## src/include/loop_snap_pkg.sv

```systemverilog
package loop_snap_pkg;
	// register offsets are word indexes, not byte addresses: byte address = 4 * index
	localparam logic [7:0] IDX_SNAP     = 8'h25;
	localparam logic [7:0] IDX_TR_B0    = 8'h2B;
	localparam logic [7:0] IDX_TR_B1    = 8'h2C;
	localparam logic [7:0] IDX_TR_B2    = 8'h2D;
	localparam logic [7:0] IDX_TR_B3    = 8'h2E;
	localparam logic [7:0] IDX_TR_B4    = 8'h2F;
	localparam logic [7:0] IDX_TR_TOP   = 8'h30;
	localparam logic [7:0] IDX_PT_B0    = 8'h34;
	localparam logic [7:0] IDX_PT_B1    = 8'h35;
	localparam logic [7:0] IDX_PT_TOP   = 8'h36;
	localparam logic [7:0] IDX_CE_B0    = 8'h39;
	localparam logic [7:0] IDX_CE_B1    = 8'h3A;
	localparam logic [7:0] IDX_CE_TOP   = 8'h3B;
	localparam int         SNAP_BIT     = 0;
	localparam int         TR_W         = 44;
	localparam int         PT_W         = 20;
	localparam int         CE_W         = 20;
	localparam logic [1:0] HTRANS_NONSEQ = 2'h2;
	localparam logic [2:0] HSIZE_WORD    = 3'h2;

	// one coherent loop sample
	typedef struct packed {
		logic [TR_W-1:0] timingAcc;
		logic [PT_W-1:0] pilotAcc;
		logic [CE_W-1:0] carrierErr;
	} loop_sample_t;

	// ahb-lite request side
	typedef struct packed {
		logic        hsel;
		logic [31:0] haddr;
		logic [1:0]  htrans;
		logic        hwrite;
		logic [2:0]  hsize;
		logic        hready;
	} ahb_req_t;
endpackage

```

## src/core/loop_snap_capture.sv

```systemverilog
`timescale 1ns/1ps
`default_nettype none
module loop_snap_capture (
	// clock and reset
	input  wire logic                       clk,
	input  wire logic                       rstn,
	// live loop values and snapshot strobe
	input  wire loop_snap_pkg::loop_sample_t live,
	input  wire logic                       snapReq,
	// held copy
	output var  loop_snap_pkg::loop_sample_t hold
);
	import loop_snap_pkg::*;
	loop_sample_t held;
	loop_sample_t next_held;
	// the register drives the port, so the copy exists only here
	assign hold = held;
	// take the live sample only on a snapshot strobe, otherwise keep it
	always_comb begin
		next_held = held;
		if (snapReq) begin
			next_held = live;
		end
	end
	always_ff @(posedge clk or negedge rstn) begin
		if (!rstn) begin
			held <= '0;
		end else begin
			held <= next_held;
		end
	end
endmodule
`default_nettype wire

```

## src/core/loop_status_regs.sv

```systemverilog
// Local design decision: register access over AHB-Lite.
`timescale 1ns/1ps
`default_nettype none
// Function
// - timing accumulator bits 31:24, 39:32 and 43:40 read at 2Eh, 2Fh and low nibble of 30h.
// - timing accumulator bits 23:0 read at 2Bh to 2Dh, low byte first.
// - pilot accumulator bits 7:0, 15:8, 19:16 read at 34h, 35h and low nibble of 36h.
// - carrier average error bits 7:0, 15:8, 19:16 read at 39h, 3Ah and low nibble of 3Bh.
// - writing 1 to bit 0 at 25h refreshes all slices together; software snaps before reading.
// - bits 7:4 at 30h, 36h and 3Bh read zero.
module loop_status_regs (
	// clock and reset
	input  wire logic                        clk,
	input  wire logic                        rstn,
	// live loop quantities, same clock
	input  wire loop_snap_pkg::loop_sample_t live,
	// ahb-lite slave
	input  wire logic                        hsel,
	input  wire logic [31:0]                 haddr,
	input  wire logic [1:0]                  htrans,
	input  wire logic                        hwrite,
	input  wire logic [2:0]                  hsize,
	input  wire logic                        hready,
	input  wire logic [31:0]                 hwdata,
	output logic      [31:0]                 hrdata,
	output logic                             hreadyout,
	output logic                             hresp
);
	import loop_snap_pkg::*;

	typedef struct packed {
		logic         wrPend;
		logic [7:0]   wrIdx;
		logic [31:0]  rdata;
	} state_t;

	state_t       st;
	state_t       next_st;
	logic         accept;
	logic         snapReq;
	loop_sample_t snapHeld;
	loop_sample_t snapNow;

	// the slice map is drawn for these widths; other values would misplace bits
	if (TR_W != 44 || PT_W != 20 || CE_W != 20) begin : g_width_check
		$error("loop widths do not fit the slice map");
	end

	// byte view of the held sample
	function automatic logic [7:0] slice(input loop_sample_t s, input logic [7:0] idx);
		logic [7:0] v;
		v = 8'h00;
		if (idx == IDX_TR_B0) begin
			v = s.timingAcc[7:0];
		end else if (idx == IDX_TR_B1) begin
			v = s.timingAcc[15:8];
		end else if (idx == IDX_TR_B2) begin
			v = s.timingAcc[23:16];
		end else if (idx == IDX_TR_B3) begin
			v = s.timingAcc[31:24];
		end else if (idx == IDX_TR_B4) begin
			v = s.timingAcc[39:32];
		end else if (idx == IDX_TR_TOP) begin
			v = {4'h0, s.timingAcc[43:40]};
		end else if (idx == IDX_PT_B0) begin
			v = s.pilotAcc[7:0];
		end else if (idx == IDX_PT_B1) begin
			v = s.pilotAcc[15:8];
		end else if (idx == IDX_PT_TOP) begin
			v = {4'h0, s.pilotAcc[19:16]};
		end else if (idx == IDX_CE_B0) begin
			v = s.carrierErr[7:0];
		end else if (idx == IDX_CE_B1) begin
			v = s.carrierErr[15:8];
		end else if (idx == IDX_CE_TOP) begin
			v = {4'h0, s.carrierErr[19:16]};
		end
		return v;
	endfunction

	// address phase accepted when selected, the bus is ready and htrans is NONSEQ
	assign accept    = hsel && hready && (htrans == HTRANS_NONSEQ);
	assign hreadyout = 1'b1;
	assign hresp     = 1'b0;
	assign hrdata    = st.rdata;
	// snapshot strobe lands in the write data phase
	assign snapReq   = st.wrPend && (st.wrIdx == IDX_SNAP) && hwdata[SNAP_BIT];
	// a read addressed beside the snapshot data phase already sees the new sample
	assign snapNow   = snapReq ? live : snapHeld;

	// the held sample lives in the capture register alone
	loop_snap_capture u_cap (
		.clk     (clk),
		.rstn    (rstn),
		.live    (live),
		.snapReq (snapReq),
		.hold    (snapHeld)
	);

	// next state: read data registered at address phase, so zero wait states
	always_comb begin
		next_st        = st;
		next_st.wrPend = 1'b0;
		// only the snapshot write has an effect; status writes fall through
		if (accept) begin
			next_st.wrPend = hwrite;
			next_st.wrIdx  = haddr[9:2];
			next_st.rdata  = hwrite ? 32'h0000_0000 :
				{24'h00_0000, slice(snapNow, haddr[9:2])};
		end
	end

	always_ff @(posedge clk or negedge rstn) begin
		if (!rstn) begin
			st <= '0;
		end else begin
			st <= next_st;
		end
	end

	// a snapshot command takes the live sample on the next edge
	property p_snap_take;
		@(posedge clk) disable iff (!rstn)
		snapReq |=> (snapHeld == $past(live));
	endproperty
	a_snap_take: assert property (p_snap_take) else $error("snapshot not captured");

	// without a command the held sample never moves
	property p_hold;
		@(posedge clk) disable iff (!rstn)
		!snapReq |=> $stable(snapHeld);
	endproperty
	a_hold: assert property (p_hold) else $error("held sample changed");

	// reserved nibble of top slices reads zero
	property p_reserved;
		@(posedge clk) disable iff (!rstn)
		(accept && !hwrite && (haddr[9:2] == IDX_TR_TOP || haddr[9:2] == IDX_PT_TOP
			|| haddr[9:2] == IDX_CE_TOP)) |=> (hrdata[7:4] == 4'h0);
	endproperty
	a_reserved: assert property (p_reserved) else $error("reserved bits set");

	// timing top slice matches held bits 43:40
	property p_tr_top;
		@(posedge clk) disable iff (!rstn)
		(accept && !hwrite && haddr[9:2] == IDX_TR_TOP && !snapReq)
			|=> (hrdata[3:0] == snapHeld.timingAcc[43:40]);
	endproperty
	a_tr_top: assert property (p_tr_top) else $error("timing top wrong");

	// timing low byte
	property p_tr_low;
		@(posedge clk) disable iff (!rstn)
		(accept && !hwrite && haddr[9:2] == IDX_TR_B0 && !snapReq)
			|=> (hrdata[7:0] == snapHeld.timingAcc[7:0]);
	endproperty
	a_tr_low: assert property (p_tr_low) else $error("timing low wrong");

	// pilot middle byte
	property p_pilot;
		@(posedge clk) disable iff (!rstn)
		(accept && !hwrite && haddr[9:2] == IDX_PT_B1 && !snapReq)
			|=> (hrdata[7:0] == snapHeld.pilotAcc[15:8]);
	endproperty
	a_pilot: assert property (p_pilot) else $error("pilot byte wrong");

	// carrier low byte
	property p_carrier;
		@(posedge clk) disable iff (!rstn)
		(accept && !hwrite && haddr[9:2] == IDX_CE_B0 && !snapReq)
			|=> (hrdata[7:0] == snapHeld.carrierErr[7:0]);
	endproperty
	a_carrier: assert property (p_carrier) else $error("carrier byte wrong");

	// upper data bits always zero after a read
	property p_upper;
		@(posedge clk) disable iff (!rstn)
		(accept && !hwrite) |=> (hrdata[31:8] == 24'h00_0000);
	endproperty
	a_upper: assert property (p_upper) else $error("upper bits set");

	// timing bits 31:24
	property p_tr_b3;
		@(posedge clk) disable iff (!rstn)
		(accept && !hwrite && haddr[9:2] == IDX_TR_B3 && !snapReq)
			|=> (hrdata[7:0] == snapHeld.timingAcc[31:24]);
	endproperty
	a_tr_b3: assert property (p_tr_b3) else $error("timing byte 3 wrong");

	// timing bits 39:32
	property p_tr_b4;
		@(posedge clk) disable iff (!rstn)
		(accept && !hwrite && haddr[9:2] == IDX_TR_B4 && !snapReq)
			|=> (hrdata[7:0] == snapHeld.timingAcc[39:32]);
	endproperty
	a_tr_b4: assert property (p_tr_b4) else $error("timing byte 4 wrong");

	// timing bits 15:8
	property p_tr_b1;
		@(posedge clk) disable iff (!rstn)
		(accept && !hwrite && haddr[9:2] == IDX_TR_B1 && !snapReq)
			|=> (hrdata[7:0] == snapHeld.timingAcc[15:8]);
	endproperty
	a_tr_b1: assert property (p_tr_b1) else $error("timing byte 1 wrong");

	// timing bits 23:16
	property p_tr_b2;
		@(posedge clk) disable iff (!rstn)
		(accept && !hwrite && haddr[9:2] == IDX_TR_B2 && !snapReq)
			|=> (hrdata[7:0] == snapHeld.timingAcc[23:16]);
	endproperty
	a_tr_b2: assert property (p_tr_b2) else $error("timing byte 2 wrong");

	// pilot low byte
	property p_pilot_low;
		@(posedge clk) disable iff (!rstn)
		(accept && !hwrite && haddr[9:2] == IDX_PT_B0 && !snapReq)
			|=> (hrdata[7:0] == snapHeld.pilotAcc[7:0]);
	endproperty
	a_pilot_low: assert property (p_pilot_low) else $error("pilot low byte wrong");

	// pilot top nibble
	property p_pilot_top;
		@(posedge clk) disable iff (!rstn)
		(accept && !hwrite && haddr[9:2] == IDX_PT_TOP && !snapReq)
			|=> (hrdata[3:0] == snapHeld.pilotAcc[19:16]);
	endproperty
	a_pilot_top: assert property (p_pilot_top) else $error("pilot top wrong");

	// carrier middle byte
	property p_carrier_mid;
		@(posedge clk) disable iff (!rstn)
		(accept && !hwrite && haddr[9:2] == IDX_CE_B1 && !snapReq)
			|=> (hrdata[7:0] == snapHeld.carrierErr[15:8]);
	endproperty
	a_carrier_mid: assert property (p_carrier_mid) else $error("carrier mid wrong");

	// carrier top nibble
	property p_carrier_top;
		@(posedge clk) disable iff (!rstn)
		(accept && !hwrite && haddr[9:2] == IDX_CE_TOP && !snapReq)
			|=> (hrdata[3:0] == snapHeld.carrierErr[19:16]);
	endproperty
	a_carrier_top: assert property (p_carrier_top) else $error("carrier top wrong");

	// a status write leaves the held sample alone through its data phase
	property p_status_wr;
		@(posedge clk) disable iff (!rstn)
		(accept && hwrite && haddr[9:2] != IDX_SNAP) |=> ##1 $stable(snapHeld);
	endproperty
	a_status_wr: assert property (p_status_wr) else $error("status write moved sample");
endmodule
`default_nettype wire

```

## config.mk

```make
export PLATFORM = sky130hd
export DESIGN_NAME = loop_status_regs
export DESIGN_NICKNAME = d
export VERILOG_FILES = /design/src/include/loop_snap_pkg.sv /design/src/core/loop_snap_capture.sv /design/src/core/loop_status_regs.sv
export SDC_FILE = /design/constraint.sdc
export NUM_CORES = 1
export LEC_CHECK = 0
export ABC_AREA = 1
export BUFFER_PORTS_ARGS = -buffer_cell sky130_fd_sc_hd__buf_2
export CORE_MARGIN = 2
export CORE_UTILIZATION = 50
export DETAILED_ROUTE_END_ITERATION = 7
export GPL_TIMING_DRIVEN = 0
export HOLD_SLACK_MARGIN = 0.03
export PLACE_DENSITY = 0.81
export SYNTH_ARGS = -nofsm -noshare
export SYNTH_HDL_FRONTEND = slang
export SYNTH_SLANG_ARGS = --single-unit
```

## constraint.sdc

```tcl
create_clock -name clk -period 1.87 [get_ports clk]
set_input_delay 0.2805 -clock clk [delete_from_list [all_inputs] [get_ports clk]]
set_output_delay 0.2805 -clock clk [all_outputs]
set_load 0.005 [all_outputs]
```

After elaboration in Yosys (flattened, before gate mapping)
Index checks and enable logic that the tools add are counted.
- $add $sub $neg: 0
- multipliers: 0
- div/mod/pow operators: 0
- $lt $le $gt $ge: 0
- equality and inequality tests: 14
- shifts and indexed selects: 0
- multiplexer cells: 15
- bitwise operators: 0
- reduce and logical (&&, ||, !) cells: 4
- operators with widths (cell ; count):
    8-bit by 6-bit == test with 1-bit output, second input constant ; 13
    8-bit 2-to-1 mux ; 12
    84-bit 2-to-1 mux ; 1
    41-bit 2-to-1 mux ; 1
    1-bit logical AND ; 4
    4-bit 2-to-1 mux ; 1
    2-bit == test, second input constant ; 1
- register bits: 125
- latch bits: 0
- bits in writable memories: 0
- bits in read-only memories: 0
- output and inout bits: 34
- memories: 0

Depth between registers and ports, before layout
Gate-level depths: netlist (run 1).
- depth after elaboration: 18
- gate-level depth with buffers: 16

By module
A second synthesis (run 1) with hierarchy kept.
- cell total of the unflattened synthesis: 888
- area total of the unflattened synthesis: 6095.8 sq um
- modules (own cells, without submodules) (module ; times used ; cells an instance ; area each (sq um) ; seq. area each (sq um)):
    loop_snap_capture ; 1 ; 355 ; 3154.3 ; 2102.0
    loop_status_regs ; 1 ; 533 ; 2941.6 ; 425.4

Worst setup path after synthesis (run 1)
OpenSTA, ideal clock, no wires.
- path type: register to register
- from: reg st[33] (netlist name)
- to: reg st, in the netlist hrdata[3]
- arrival time: 1.534 ns
- slack: 0.220 ns
- cell stages (with the launch flop): 16
- period minus slack after synthesis: 1.650 ns
- cell sequence: dfrtp_1 > inv_1 > nand2_1 > nor2_4 > nand3_2 > buf_2 > o211ai_1 > nand2_1 > nor2_1 > nand3_1 > nand2_1 > nand2_1 > nand2_1 > nand3_1 > nand2_1 > nand2_1
- longest elaborated chain between the ends: 17
- RTL lines (element ; RTL line ; source):
    start: declaration ; loop_status_regs.sv:37 ; state_t st;
    start signal: assignment ; loop_status_regs.sv:117 ; st <= next_st;
    8-bit by 6-bit == test with 1-bit output * ; loop_status_regs.sv:87 ; assign snapReq = st.wrPend && (st.wrIdx == IDX_SNAP) && hwdata[SNAP_BIT];
    1-bit logical AND * (2 in a row) ; loop_status_regs.sv:87 ;
    84-bit 2-to-1 mux * ; - ;
    4-bit 2-to-1 mux ; loop_status_regs.sv:75 ; end else if (idx == IDX_CE_TOP) begin
    8-bit 2-to-1 mux ; loop_status_regs.sv:73 ; end else if (idx == IDX_CE_B1) begin
    8-bit 2-to-1 mux ; loop_status_regs.sv:71 ; end else if (idx == IDX_CE_B0) begin
    8-bit 2-to-1 mux ; loop_status_regs.sv:69 ; end else if (idx == IDX_PT_TOP) begin
    8-bit 2-to-1 mux ; loop_status_regs.sv:67 ; end else if (idx == IDX_PT_B1) begin
    8-bit 2-to-1 mux ; loop_status_regs.sv:65 ; end else if (idx == IDX_PT_B0) begin
    8-bit 2-to-1 mux ; loop_status_regs.sv:63 ; end else if (idx == IDX_TR_TOP) begin
    8-bit 2-to-1 mux ; loop_status_regs.sv:61 ; end else if (idx == IDX_TR_B4) begin
    8-bit 2-to-1 mux ; loop_status_regs.sv:59 ; end else if (idx == IDX_TR_B3) begin
    8-bit 2-to-1 mux ; loop_status_regs.sv:57 ; end else if (idx == IDX_TR_B2) begin
    8-bit 2-to-1 mux ; loop_status_regs.sv:55 ; end else if (idx == IDX_TR_B1) begin
    8-bit 2-to-1 mux * ; loop_status_regs.sv:53 ; if (idx == IDX_TR_B0) begin
    8-bit 2-to-1 mux * ; loop_status_regs.sv:108 ; next_st.rdata = hwrite ? 32'h0000_0000 :
Mark *: on every way between the ends. The rest lies on a longest branch, timed or not.
A chain may end at the register's enable or synchronous reset.

==> results of run 1 <==
[repair_timing]
action | CTS | global route
resized for setup | 56 | 30
endpoints found under the hold margin | 40 | 0
endpoints found under the setup margin | 8 | 8
buffers inserted | 12 | 8
hold buffers | 1 | 0
gates cloned | 4 | 1
pin swaps | 12 | 15
[layer usage]
layer | global-route usage [%] | wire length [um]
met5 | 0 | 0
met4 | 8.627 | 262
met1 | 34.72 | 6162
met2 | 39.81 | 6743
met3 | 3.100 | 847
[critical path: cells and delay by family, from the launching register on]
kind	cells	cell delay [ns]
AO/OA/AOI/OAI	2	0.30
AND/OR/NAND/NOR	10	0.89
flip-flops	1	0.41
buffers and inverters	3	0.38
[cells in the final DEF (no fill, tap or decap), types with 6 or more instances in the layout]
cell type	count
nand2_1	248
buf_2	111
dfrtp_1	101
inv_1	69
buf_4	55
nand3_1	30
a21oi_1	29
nor2_1	26
conb_1	26
nand2_2	14
buf_6	12
o21a_1	10
and2_1	9
nand3_2	9
clkbuf_8	9
o31ai_1	8
nor2_4	7
inv_2	7
o21ai_0	6
o21ai_1	6
nand3b_1	6
[kinds of logic after synthesis]
| logic type | after synthesis | share of synthesized area (%) |
|---|---|---|
| DFF | 101 | 47.83 |
| buffers and inverters | 133 | 12.60 |
| AOI/OAI and AO/OA | 73 | 8.288 |
| other | 2 | 0.1421 |
| and+or+nand+nor | 368 | 31.14 |
[area by class of cell]
cell class | count | area share, %
plain buffers | 56 | 6.676
flip-flops and latches | 101 | 37.05
inverters | 77 | 4.347
clock buffers | 9 | 1.816
repair buffers | 133 | 11.85
multi-input cells | 468 | 34.32
clock inverters | 7 | 1.449
well taps | 136 | 2.494
[registers in the layout, indices dropped and copies added (netlist names)]
| name | cells |
|---|---|
| hrdata | 8 |
| u_cap.hold | 84 |
| st | 9 |
[through the flow]
step	std cells	setup WS (ns)	hold slack, ns	setup TNS [ns]
floorplan	701	0.2200	-0.01509	0
global placement	944	-0.5458	0.4571	-56.08
detailed placement	945	-0.2855	0.3043	-1.608
CTS	978	-0.1272	0.1055	-0.7022
global route	987	-0.3421	0.1289	-2.385
finish	987	-0.1980	0.1179	-1.327
[power by group through the flow]
| stage | Sequential, mW | Clock [mW] | Combinational, mW |
|---|---|---|---|
| after global routing | 2.25 | 1.65 | 0.538 |
| after CTS | 2.24 | 1.57 | 0.448 |
| after detailed placement | 2.28 | 0 | 0.369 |
| after global placement | 2.28 | 0 | 0.357 |
| final | 2.25 | 1.57 | 0.485 |
| after floorplan | 2.28 | 0 | 0.169 |
[worst max-delay path by stage]
stage / start / endpoint / slack, ns / depth (start not counted)
after global placement: rstn / u_cap.hold[59] / -0.55 / 1
after detailed placement: st[38] / hrdata[3] / -0.29 / 15
after CTS: st[33] / hrdata[7] / -0.13 / 15
after floorplan: st[33] / hrdata[3] / 0.22 / 15
after global routing: st[35] / hrdata[0] / -0.34 / 17
final: st[35] / hrdata[7] / -0.20 / 15
==> impl_metrics.env, run 1 <==
export IMPL_synth_seq_area_share_pct=47.83
export IMPL_antenna_found_initial=0
export IMPL_path_max_fanout=6
export IMPL_clk_pin_slew_ns=0.11
export IMPL_register_area_um2=2527
export IMPL_multi_input_area_um2=2341
export IMPL_drt_iter0_markers=225
export IMPL_final_area_um2=6822
export IMPL_cts_buffers=9
export IMPL_synth_top_area_cell="dfrtp_1"
export IMPL_worstReg2RegEnd="hrdata[7]"
export IMPL_rr_worst_depth=15
export IMPL_syn2layout_area_growth_pct=29.10
export IMPL_critPathLaunchType="register"
export IMPL_grt_usage_pct=24.73
export IMPL_internal_power_mw=3.219
export IMPL_worstMarginPinSlew_ns=0.6209
export IMPL_coreArea_um2=10280
export IMPL_crit_top_cell="nand2_1"
export IMPL_switching_share_pct=25.22
export IMPL_critical_path_slowest_cell="dfrtp_1"
export IMPL_synth_edf_count=0
export IMPL_crit_type="register to register"
export IMPL_grt_max_degree=62
export IMPL_crit_path_cell_trace="inv_1 > nand2_2 > nor2_4 > nand3_4 > buf_6 > buf_6 > o21a_1 > nand2_1 > nand2_1 > nand2_1 > o2111ai_2 > nand2_1 > nand3_2 > nand2_1 > nand2_1"
export IMPL_numClockSinks=101
export IMPL_vias_per_cell=4.888
export IMPL_synth_area_leaders="dfrtp_1 (48%), nand2_1 (18%), buf_4 (5.4%)"
export IMPL_critical_path_arrival_ns=2.33
export IMPL_dpl_hpwl_um=9480
export IMPL_powerDensity_nw_per_um2=631.1
export IMPL_skew_ns=0.01259
export IMPL_die_width_um=106.8
export IMPL_finalSetupViolations=8
export IMPL_io_pins=192
export IMPL_wl_per_cell_um=14.20
export IMPL_synth_top_area_share_pct=47.83
export IMPL_cap_viol_max_count=0
export IMPL_crit_reg2reg_launch="st[35]"
export IMPL_syn_area_um2=5284
export IMPL_clk_latency_ns=0.37
export IMPL_core_rowCount=37
export IMPL_first_pass_iters=4
export IMPL_hp_class="input port to register"
export IMPL_required_ns=2.14
export IMPL_h_tree_depth=3
export IMPL_min_from="live[62]"
export IMPL_fin_nets=1004
export IMPL_grt_first_pass_wirelength_um=22050
export IMPL_hold_end="u_cap.hold[62]"
export IMPL_start_util_pct=51.41
export IMPL_drcViolationCount=0
export IMPL_synthDistinctLibCells=34
export IMPL_utilization_pct=66.37
export IMPL_p_leak_nw=3.923
export IMPL_vdd_drop_max_mv=0.3788
export IMPL_postRouteAntennaNets=0
export IMPL_hold_viol_final=0
export IMPL_crit_path_end_kind="register"
export IMPL_layout_drive_gt1_share_pct=31.02
export IMPL_clock_root_buffer="clkbuf_8"
export IMPL_die_area_um2=11410
export IMPL_ys_ff_latch=101
export IMPL_fin_ws_ns=-0.1980
export IMPL_via_count=4824
export IMPL_synth_area_per_cell_um2=7.805
export IMPL_ys_flop_type="dfrtp_1"
export IMPL_routabilityCongestion=0.8435
export IMPL_clockBufferDepth=2
export IMPL_yosysMostFrequentCell="nand2_1"
export IMPL_finalPower_mw=4.305
export IMPL_fillers=867
export IMPL_drt_total_wl_um=14020
export IMPL_violations="setup timing"
export IMPL_min_period_over_period_pct=110.6
export IMPL_seqPwrFrac_pct=52.2
export IMPL_status="finished, violations left"
export IMPL_grt_pass1_vias=4648
export IMPL_post_route_min_period_ns=2.068
export IMPL_critPathMaxStageDelay_ns=0.41
export IMPL_pwr_share_clk_pct=36.5
export IMPL_max_freq_mhz=483.6
export IMPL_reg2reg_slack_ns=-0.20
export IMPL_portBuffers=107
export IMPL_switching_power_mw=1.086
export IMPL_dieHeight_um=106.8
export IMPL_slew_limit_headroom_pct=58.46
export IMPL_overflow=0
export IMPL_whs_path_depth=3
export IMPL_cts_tree="done"
export IMPL_syn_inst=677
export IMPL_rsz0062_at_grt="yes"
export IMPL_comb_power_share_pct=11.3
export IMPL_placed_cell_area_um2=6110
export IMPL_yosys_warnings=0
export IMPL_ys_top_cells_by_count="nand2_1 (259), dfrtp_1 (101), inv_1 (72), buf_4 (38), nand3_1 (38)"
export IMPL_antenna_cells=0
export IMPL_async_flop_share_pct=100.0
export IMPL_drv_slew=0
No activity file was read; power rests on OpenSTA's default activity.
==> run 2, diff against run 1 <==
Settings changed: CORE_MARGIN 2 to 5.
==> impl_metrics.env, run 2 (synthesis gave the netlist of run 1 again) <==
export IMPL_worstReg2RegEnd="hrdata[6]"
export IMPL_core_rowCount=37
export IMPL_final_cell_mix="nand2_1 (254), buf_2 (112), dfrtp_1 (101)"
export IMPL_first_pass_iters=5
export IMPL_dpl_hpwl_um=10020
export IMPL_cts_tree="done"
export IMPL_coreArea_um2=10320
export IMPL_utilization_pct=63.85
export IMPL_path_max_fanout=10
export IMPL_drt_total_wl_um=14230
export IMPL_layout_drive_gt1_share_pct=27.87
export IMPL_drt_iter0_markers=288
export IMPL_reg2reg_slack_ns=-0.24
export IMPL_startpoint="st[35]"
export IMPL_fin_ws_ns=-0.2422
export IMPL_crit_cells=13
export IMPL_path_delay_family="simple AND/OR/NAND/NOR gates"
export IMPL_p_leak_nw=3.782
export IMPL_clock_root_buffer="clkbuf_8"
export IMPL_die_width_um=112.8
export IMPL_instances_no_fill=972
export IMPL_die_area_um2=12720
export IMPL_finalPower_mw=4.104
export IMPL_worstMarginPinSlew_ns=0.6531
export IMPL_fillers=911
export IMPL_routabilityCongestion=0.8450
export IMPL_portBuffers=107
export IMPL_switching_share_pct=25.31
export IMPL_drcViolationCount=0
export IMPL_crit_type="register to register"
export IMPL_violations="setup timing"
export IMPL_switching_power_mw=1.039
export IMPL_grt_first_pass_wirelength_um=22440
export IMPL_dieHeight_um=112.8
export IMPL_crit_top_cell="nand2_1"
export IMPL_antenna_found_initial=0
export IMPL_largest_reg_flops=84
export IMPL_whs_ns=0.1211
export IMPL_rr_worst_depth=13
export IMPL_grt_pass1_vias=4731
export IMPL_critPathMaxStageDelay_ns=0.40
export IMPL_critical_path_arrival_ns=2.38
export IMPL_skew_ns=0.01381
export IMPL_hp_class="input port to register"
export IMPL_slew_limit_headroom_pct=56.46
export IMPL_h_tree_depth=3
export IMPL_postRouteAntennaNets=0
export IMPL_hold_viol_final=0
export IMPL_cap_viol_max_count=0
export IMPL_drv_slew=0
export IMPL_post_place_ws_ns=-0.2856
export IMPL_vias_per_cell=4.865
export IMPL_layout_commonest_cell="nand2_1"
export IMPL_clk_pin_slew_ns=0.11
export IMPL_crit_path_end_kind="register"
export IMPL_start_util_pct=51.18
export IMPL_crit_reg2reg_launch="st[35]"
export IMPL_grt_max_degree=54
export IMPL_post_route_min_period_ns=2.112
export IMPL_syn2layout_area_growth_pct=24.75
export IMPL_required_ns=2.14
export IMPL_rsz0062_at_grt="yes"
export IMPL_clockBufferDepth=2
export IMPL_worst_path_buf_inv=2
export IMPL_crit_end="hrdata[6]"
export IMPL_via_count=4729
export IMPL_place_inst=945
export IMPL_wl_per_cell_um=14.63
export IMPL_grt_usage_pct=21.95
export IMPL_antenna_cells=0
export IMPL_powerDensity_nw_per_um2=622.6
export IMPL_cts_buffers=9
export IMPL_max_freq_mhz=473.5
export IMPL_internal_power_mw=3.065
export IMPL_seqPwrFrac_pct=54.7
export IMPL_crit_path_cell_trace="inv_1 > nand2_2 > nor2_4 > nand3_4 > buf_6 > o211ai_1 > nand2_1 > o21ai_1 > o2111ai_1 > nand2_1 > nand3_1 > nand2_1 > nand2_1"
export IMPL_overflow=0
export IMPL_fin_nets=989
export IMPL_pwr_share_clk_pct=35.1
export IMPL_finalSetupViolations=8
export IMPL_numClockSinks=101
export IMPL_min_period_over_period_pct=112.9
export IMPL_status="finished, violations left"
export IMPL_vdd_drop_max_mv=0.3868
export IMPL_critPathLaunchType="register"
export IMPL_io_pins=192
export IMPL_clk_latency_ns=0.38
export IMPL_comb_power_share_pct=10.1
export IMPL_critical_path_slowest_cell="dfrtp_1"
[run 2: final cells by class]
| cell class | instances | area (um2) | share of cell area, % |
|---|---|---|---|
| Tap cell | 136 | 170.2 | 2.582 |
| Clock buffer | 11 | 141.4 | 2.145 |
| Timing Repair Buffer | 118 | 690.7 | 10.48 |
| Sequential cell | 101 | 2527 | 38.34 |
| Inverter | 77 | 294.0 | 4.461 |
| Buffer | 56 | 429.2 | 6.511 |
| Multi-Input combinational cell | 468 | 2278 | 34.57 |
| Clock inverter | 5 | 60.06 | 0.9112 |
[run 2: power by group through the flow]
stage | clock (mW) | sequential, mW | combinational (mW)
2_1_floorplan | 0 | 2.28 | 0.169
3_3_place_gp | 0 | 2.28 | 0.356
3_5_place_dp | 0 | 2.29 | 0.368
4_1_cts | 1.43 | 2.24 | 0.384
5_1_grt | 1.56 | 2.25 | 0.463
6_report | 1.44 | 2.25 | 0.416
[run 2: per-stage QoR]
| stage | setup TNS, ns | instance area (um2) |
|---|---|---|
| floorplan | 0 | 5374 |
| global placement | -56.91 | 6080 |
| detailed placement | -1.731 | 6110 |
| CTS | -0.9478 | 6442 |
| global route | -2.582 | 6591 |
| finish | -1.589 | 6591 |
[run 2: worst min path at each step]
stage,endpoint,cells past startpoint,slack [ns],startpoint
global route,u_cap.hold[61],3,0.12,live[61]
finish,u_cap.hold[61],3,0.12,live[61]
detailed placement,u_cap.hold[59],1,0.34,rstn
global placement,u_cap.hold[68],2,0.46,u_cap.hold[68]
floorplan,hrdata[0],0,-0.02,rstn
CTS,u_cap.hold[61],3,0.11,live[61]
[run 2: layer usage]
| layer | routed length [um] | global-route usage (%) | up-vias |
|---|---|---|---|
| li1 | - | - | 2363 |
| met1 | 6197 | 30.21 | 2158 |
| met2 | 6810 | 35.35 | 181 |
| met3 | 934 | 3.369 | 27 |
| met4 | 283 | 8.013 | 0 |
| met5 | 0 | 0 | - |
[run 2: repair_timing]
item	4_1_cts	5_1_grt
gates resized for setup	29	20
setup buffers	2	5
pin swaps	2	6
endpoints found under the hold margin	48	0
endpoints found under the setup margin	8	8
gates cloned	0	3
hold buffers	1	0
[run 2: worst register-to-register path, stage by stage (launching register included)]
cell and delay, ns:
dfrtp_1 0.40, inv_1 0.08, nand2_2 0.06, nor2_4 0.17
nand3_4 0.19, buf_6 0.20, o211ai_1 0.22, nand2_1 0.13
o21ai_1 0.10, o2111ai_1 0.13, nand2_1 0.13, nand3_1 0.09
nand2_1 0.06, nand2_1 0.04
==> run 3, diff against run 2 <==
Settings changed: ABC_AREA 1 to default.
==> impl_metrics.env, run 3 <==
export IMPL_drv_slew=0
export IMPL_setup_tns_ns=-16.60
export IMPL_violations="setup timing"
export IMPL_critPathLaunchType="register"
export IMPL_synth_top_area_cell="dfrtp_1"
export IMPL_status="finished, violations left"
export IMPL_syn_area_um2=5121
export IMPL_syn2layout_area_growth_pct=38.92
export IMPL_postRouteAntennaNets=0
export IMPL_crit_type="register to register"
export IMPL_overflow=0
export IMPL_synth_compound_area_share_pct=11.34
export IMPL_first_pass_iters=5
export IMPL_powerDensity_nw_per_um2=585.8
export IMPL_antenna_found_initial=0
export IMPL_cts_tree="done"
export IMPL_vdd_drop_max_mv=0.3333
export IMPL_utilization_pct=70.17
export IMPL_min_period_over_period_pct=141.6
export IMPL_clock_root_buffer="clkbuf_8"
export IMPL_grt_usage_pct=23.69
export IMPL_via_count=4462
export IMPL_path_max_fanout=5
export IMPL_slew_limit_headroom_pct=41.36
export IMPL_crit_path_end_kind="register"
export IMPL_routabilityCongestion=0.9138
export IMPL_yosys_warnings=0
export IMPL_ys_top_cells_by_count="dfrtp_1 (101), nand2_1 (71), mux2_2 (55), buf_4 (35), inv_1 (12)"
export IMPL_async_flop_share_pct=100.0
export IMPL_h_tree_depth=3
export IMPL_io_pins=192
export IMPL_layout_commonest_cell="buf_2"
export IMPL_layout_drive_gt1_share_pct=51.15
export IMPL_whs_ns=0.1328
export IMPL_ys_ff_latch=101
export IMPL_final_cell_mix="buf_2 (107), dfrtp_1 (101), buf_4 (64)"
export IMPL_portBuffers=107
export IMPL_finalPower_mw=4.168
export IMPL_vias_per_cell=5.641
export IMPL_numClockSinks=101
export IMPL_grt_pass1_vias=4648
export IMPL_yosysMostFrequentCell="dfrtp_1"
export IMPL_syn_inst=463
export IMPL_synth_edf_count=0
export IMPL_synthSimpleGateAreaFrac_pct=15.81
export IMPL_die_area_um2=12370
export IMPL_fin_nets=808
export IMPL_synth_top_area_share_pct=49.35
export IMPL_p_leak_nw=3.661
export IMPL_largest_reg_flops=84
export IMPL_skew_ns=0.01421
export IMPL_place_inst=731
export IMPL_core_rowCount=37
export IMPL_cap_viol_max_count=0
export IMPL_synth_top_family_by_area="simple AND/OR/NAND/NOR gates"
export IMPL_dpl_hpwl_um=10620
export IMPL_cts_buffers=9
export IMPL_synth_area_leaders="dfrtp_1 (49%), mux2_2 (12%), nand2_1 (5.2%)"
export IMPL_drt_iter0_markers=411
export IMPL_muxShareOfSynthArea_pct=14.83
export IMPL_hp_class="input port to register"
export IMPL_synth_xor_area_share_pct=0
export IMPL_required_ns=2.11
export IMPL_drt_total_wl_um=15900
export IMPL_finalSetupViolations=81
export IMPL_drcViolationCount=0
export IMPL_fin_ws_ns=-0.7778
export IMPL_instances_no_fill=791
export IMPL_worstMarginPinSlew_ns=0.8728
export IMPL_antenna_cells=0
export IMPL_dieHeight_um=111.2
export IMPL_synthDistinctLibCells=65
export IMPL_critical_path_arrival_ns=2.89
export IMPL_grt_first_pass_wirelength_um=23400
export IMPL_synth_area_per_cell_um2=11.06
export IMPL_clk_latency_ns=0.36
export IMPL_wl_per_cell_um=20.10
export IMPL_hold_viol_final=0
export IMPL_rsz0062_at_grt="yes"
export IMPL_die_width_um=111.2
export IMPL_yosys_area_share_adder_pct=0
export IMPL_clk_pin_slew_ns=0.10
export IMPL_clockBufferDepth=2
export IMPL_coreArea_um2=10140
export IMPL_grt_max_degree=73
export IMPL_max_freq_mhz=377.7
export IMPL_synth_seq_area_share_pct=49.35
export IMPL_post_route_min_period_ns=2.648
export IMPL_start_util_pct=50.51
export IMPL_ys_flop_type="dfrtp_1"
[run 3: logic make-up after synthesis]
logic type	count (synthesis)
other cells	2
mux	67
compound gates	75
simple gates	152
buf+inv	66
flops	101
[run 3: final timing paths]
path	from	end	slack, ns	cells past startpoint
max	st[36]	hrdata[0]	-0.78	8
min	live[81]	u_cap.hold[81]	0.13	3
max reg2reg	st[36]	hrdata[0]	-0.78	8
min reg2reg	u_cap.hold[40]	u_cap.hold[40]	0.48	2
max in group asynchronous	rstn	u_cap.hold[20]	0.80	3
min in group asynchronous	rstn	hrdata[4]	0.38	2
[run 3: what timing repair did]
action | in CTS | in global routing
hold buffers | 1 | 0
pin swaps | 10 | 13
buffers inserted | 27 | 11
gates cloned | 2 | 4
gates resized for setup | 69 | 34
endpoints found under the setup margin | 80 | 75
hold endpoints to repair | 29 | 0
[run 3: worst max-delay path, stage by stage (launching register included)]
cell and delay [ns]:
dfrtp_1 0.45, or4b_4 0.57, nor3_4 0.23, buf_6 0.16, buf_6 0.13, mux2_4 0.31
a32o_1 0.25, nor4b_4 0.32, o211ai_1 0.11
[run 3: layer usage]
| layer | vias up | GRT usage (%) | wire length [um] |
|---|---|---|---|
| met5 | - | 0 | 0 |
| met4 | 0 | 8.840 | 688 |
| met3 | 64 | 5.349 | 1261 |
| met2 | 260 | 39.57 | 7752 |
| met1 | 2168 | 30.09 | 6194 |
| li1 | 1970 | - | - |
[run 3: through the flow]
| stage | area (um2) | worst slack [ns] |
|---|---|---|
| finish | 7114 | -0.7778 |
| global route | 7114 | -0.8766 |
| CTS | 6785 | -0.7472 |
| detailed placement | 6061 | -0.9710 |
| global placement | 6031 | -0.9607 |
| floorplan | 5325 | -0.6551 |
[run 3: report_power, final]
part / leakage (nW) / internal, mW / switching [mW]
Clock: 0.0899 / 0.623 / 0.756
Combinational: 2.18 / 0.270 / 0.253
Sequential: 1.40 / 2.23 / 0.0360
Total: 3.66 / 3.12 / 1.04
[run 3: area by class of cell]
type / count / area, um2
Fill cell: 711 / 3024
Buffer: 53 / 461.7
Multi-Input combinational cell: 321 / 2700
Sequential cell: 101 / 2527
Tap cell: 136 / 170.2
Clock buffer: 11 / 131.4
Timing Repair Buffer: 152 / 1020
Clock inverter: 5 / 58.81
Inverter: 12 / 45.04
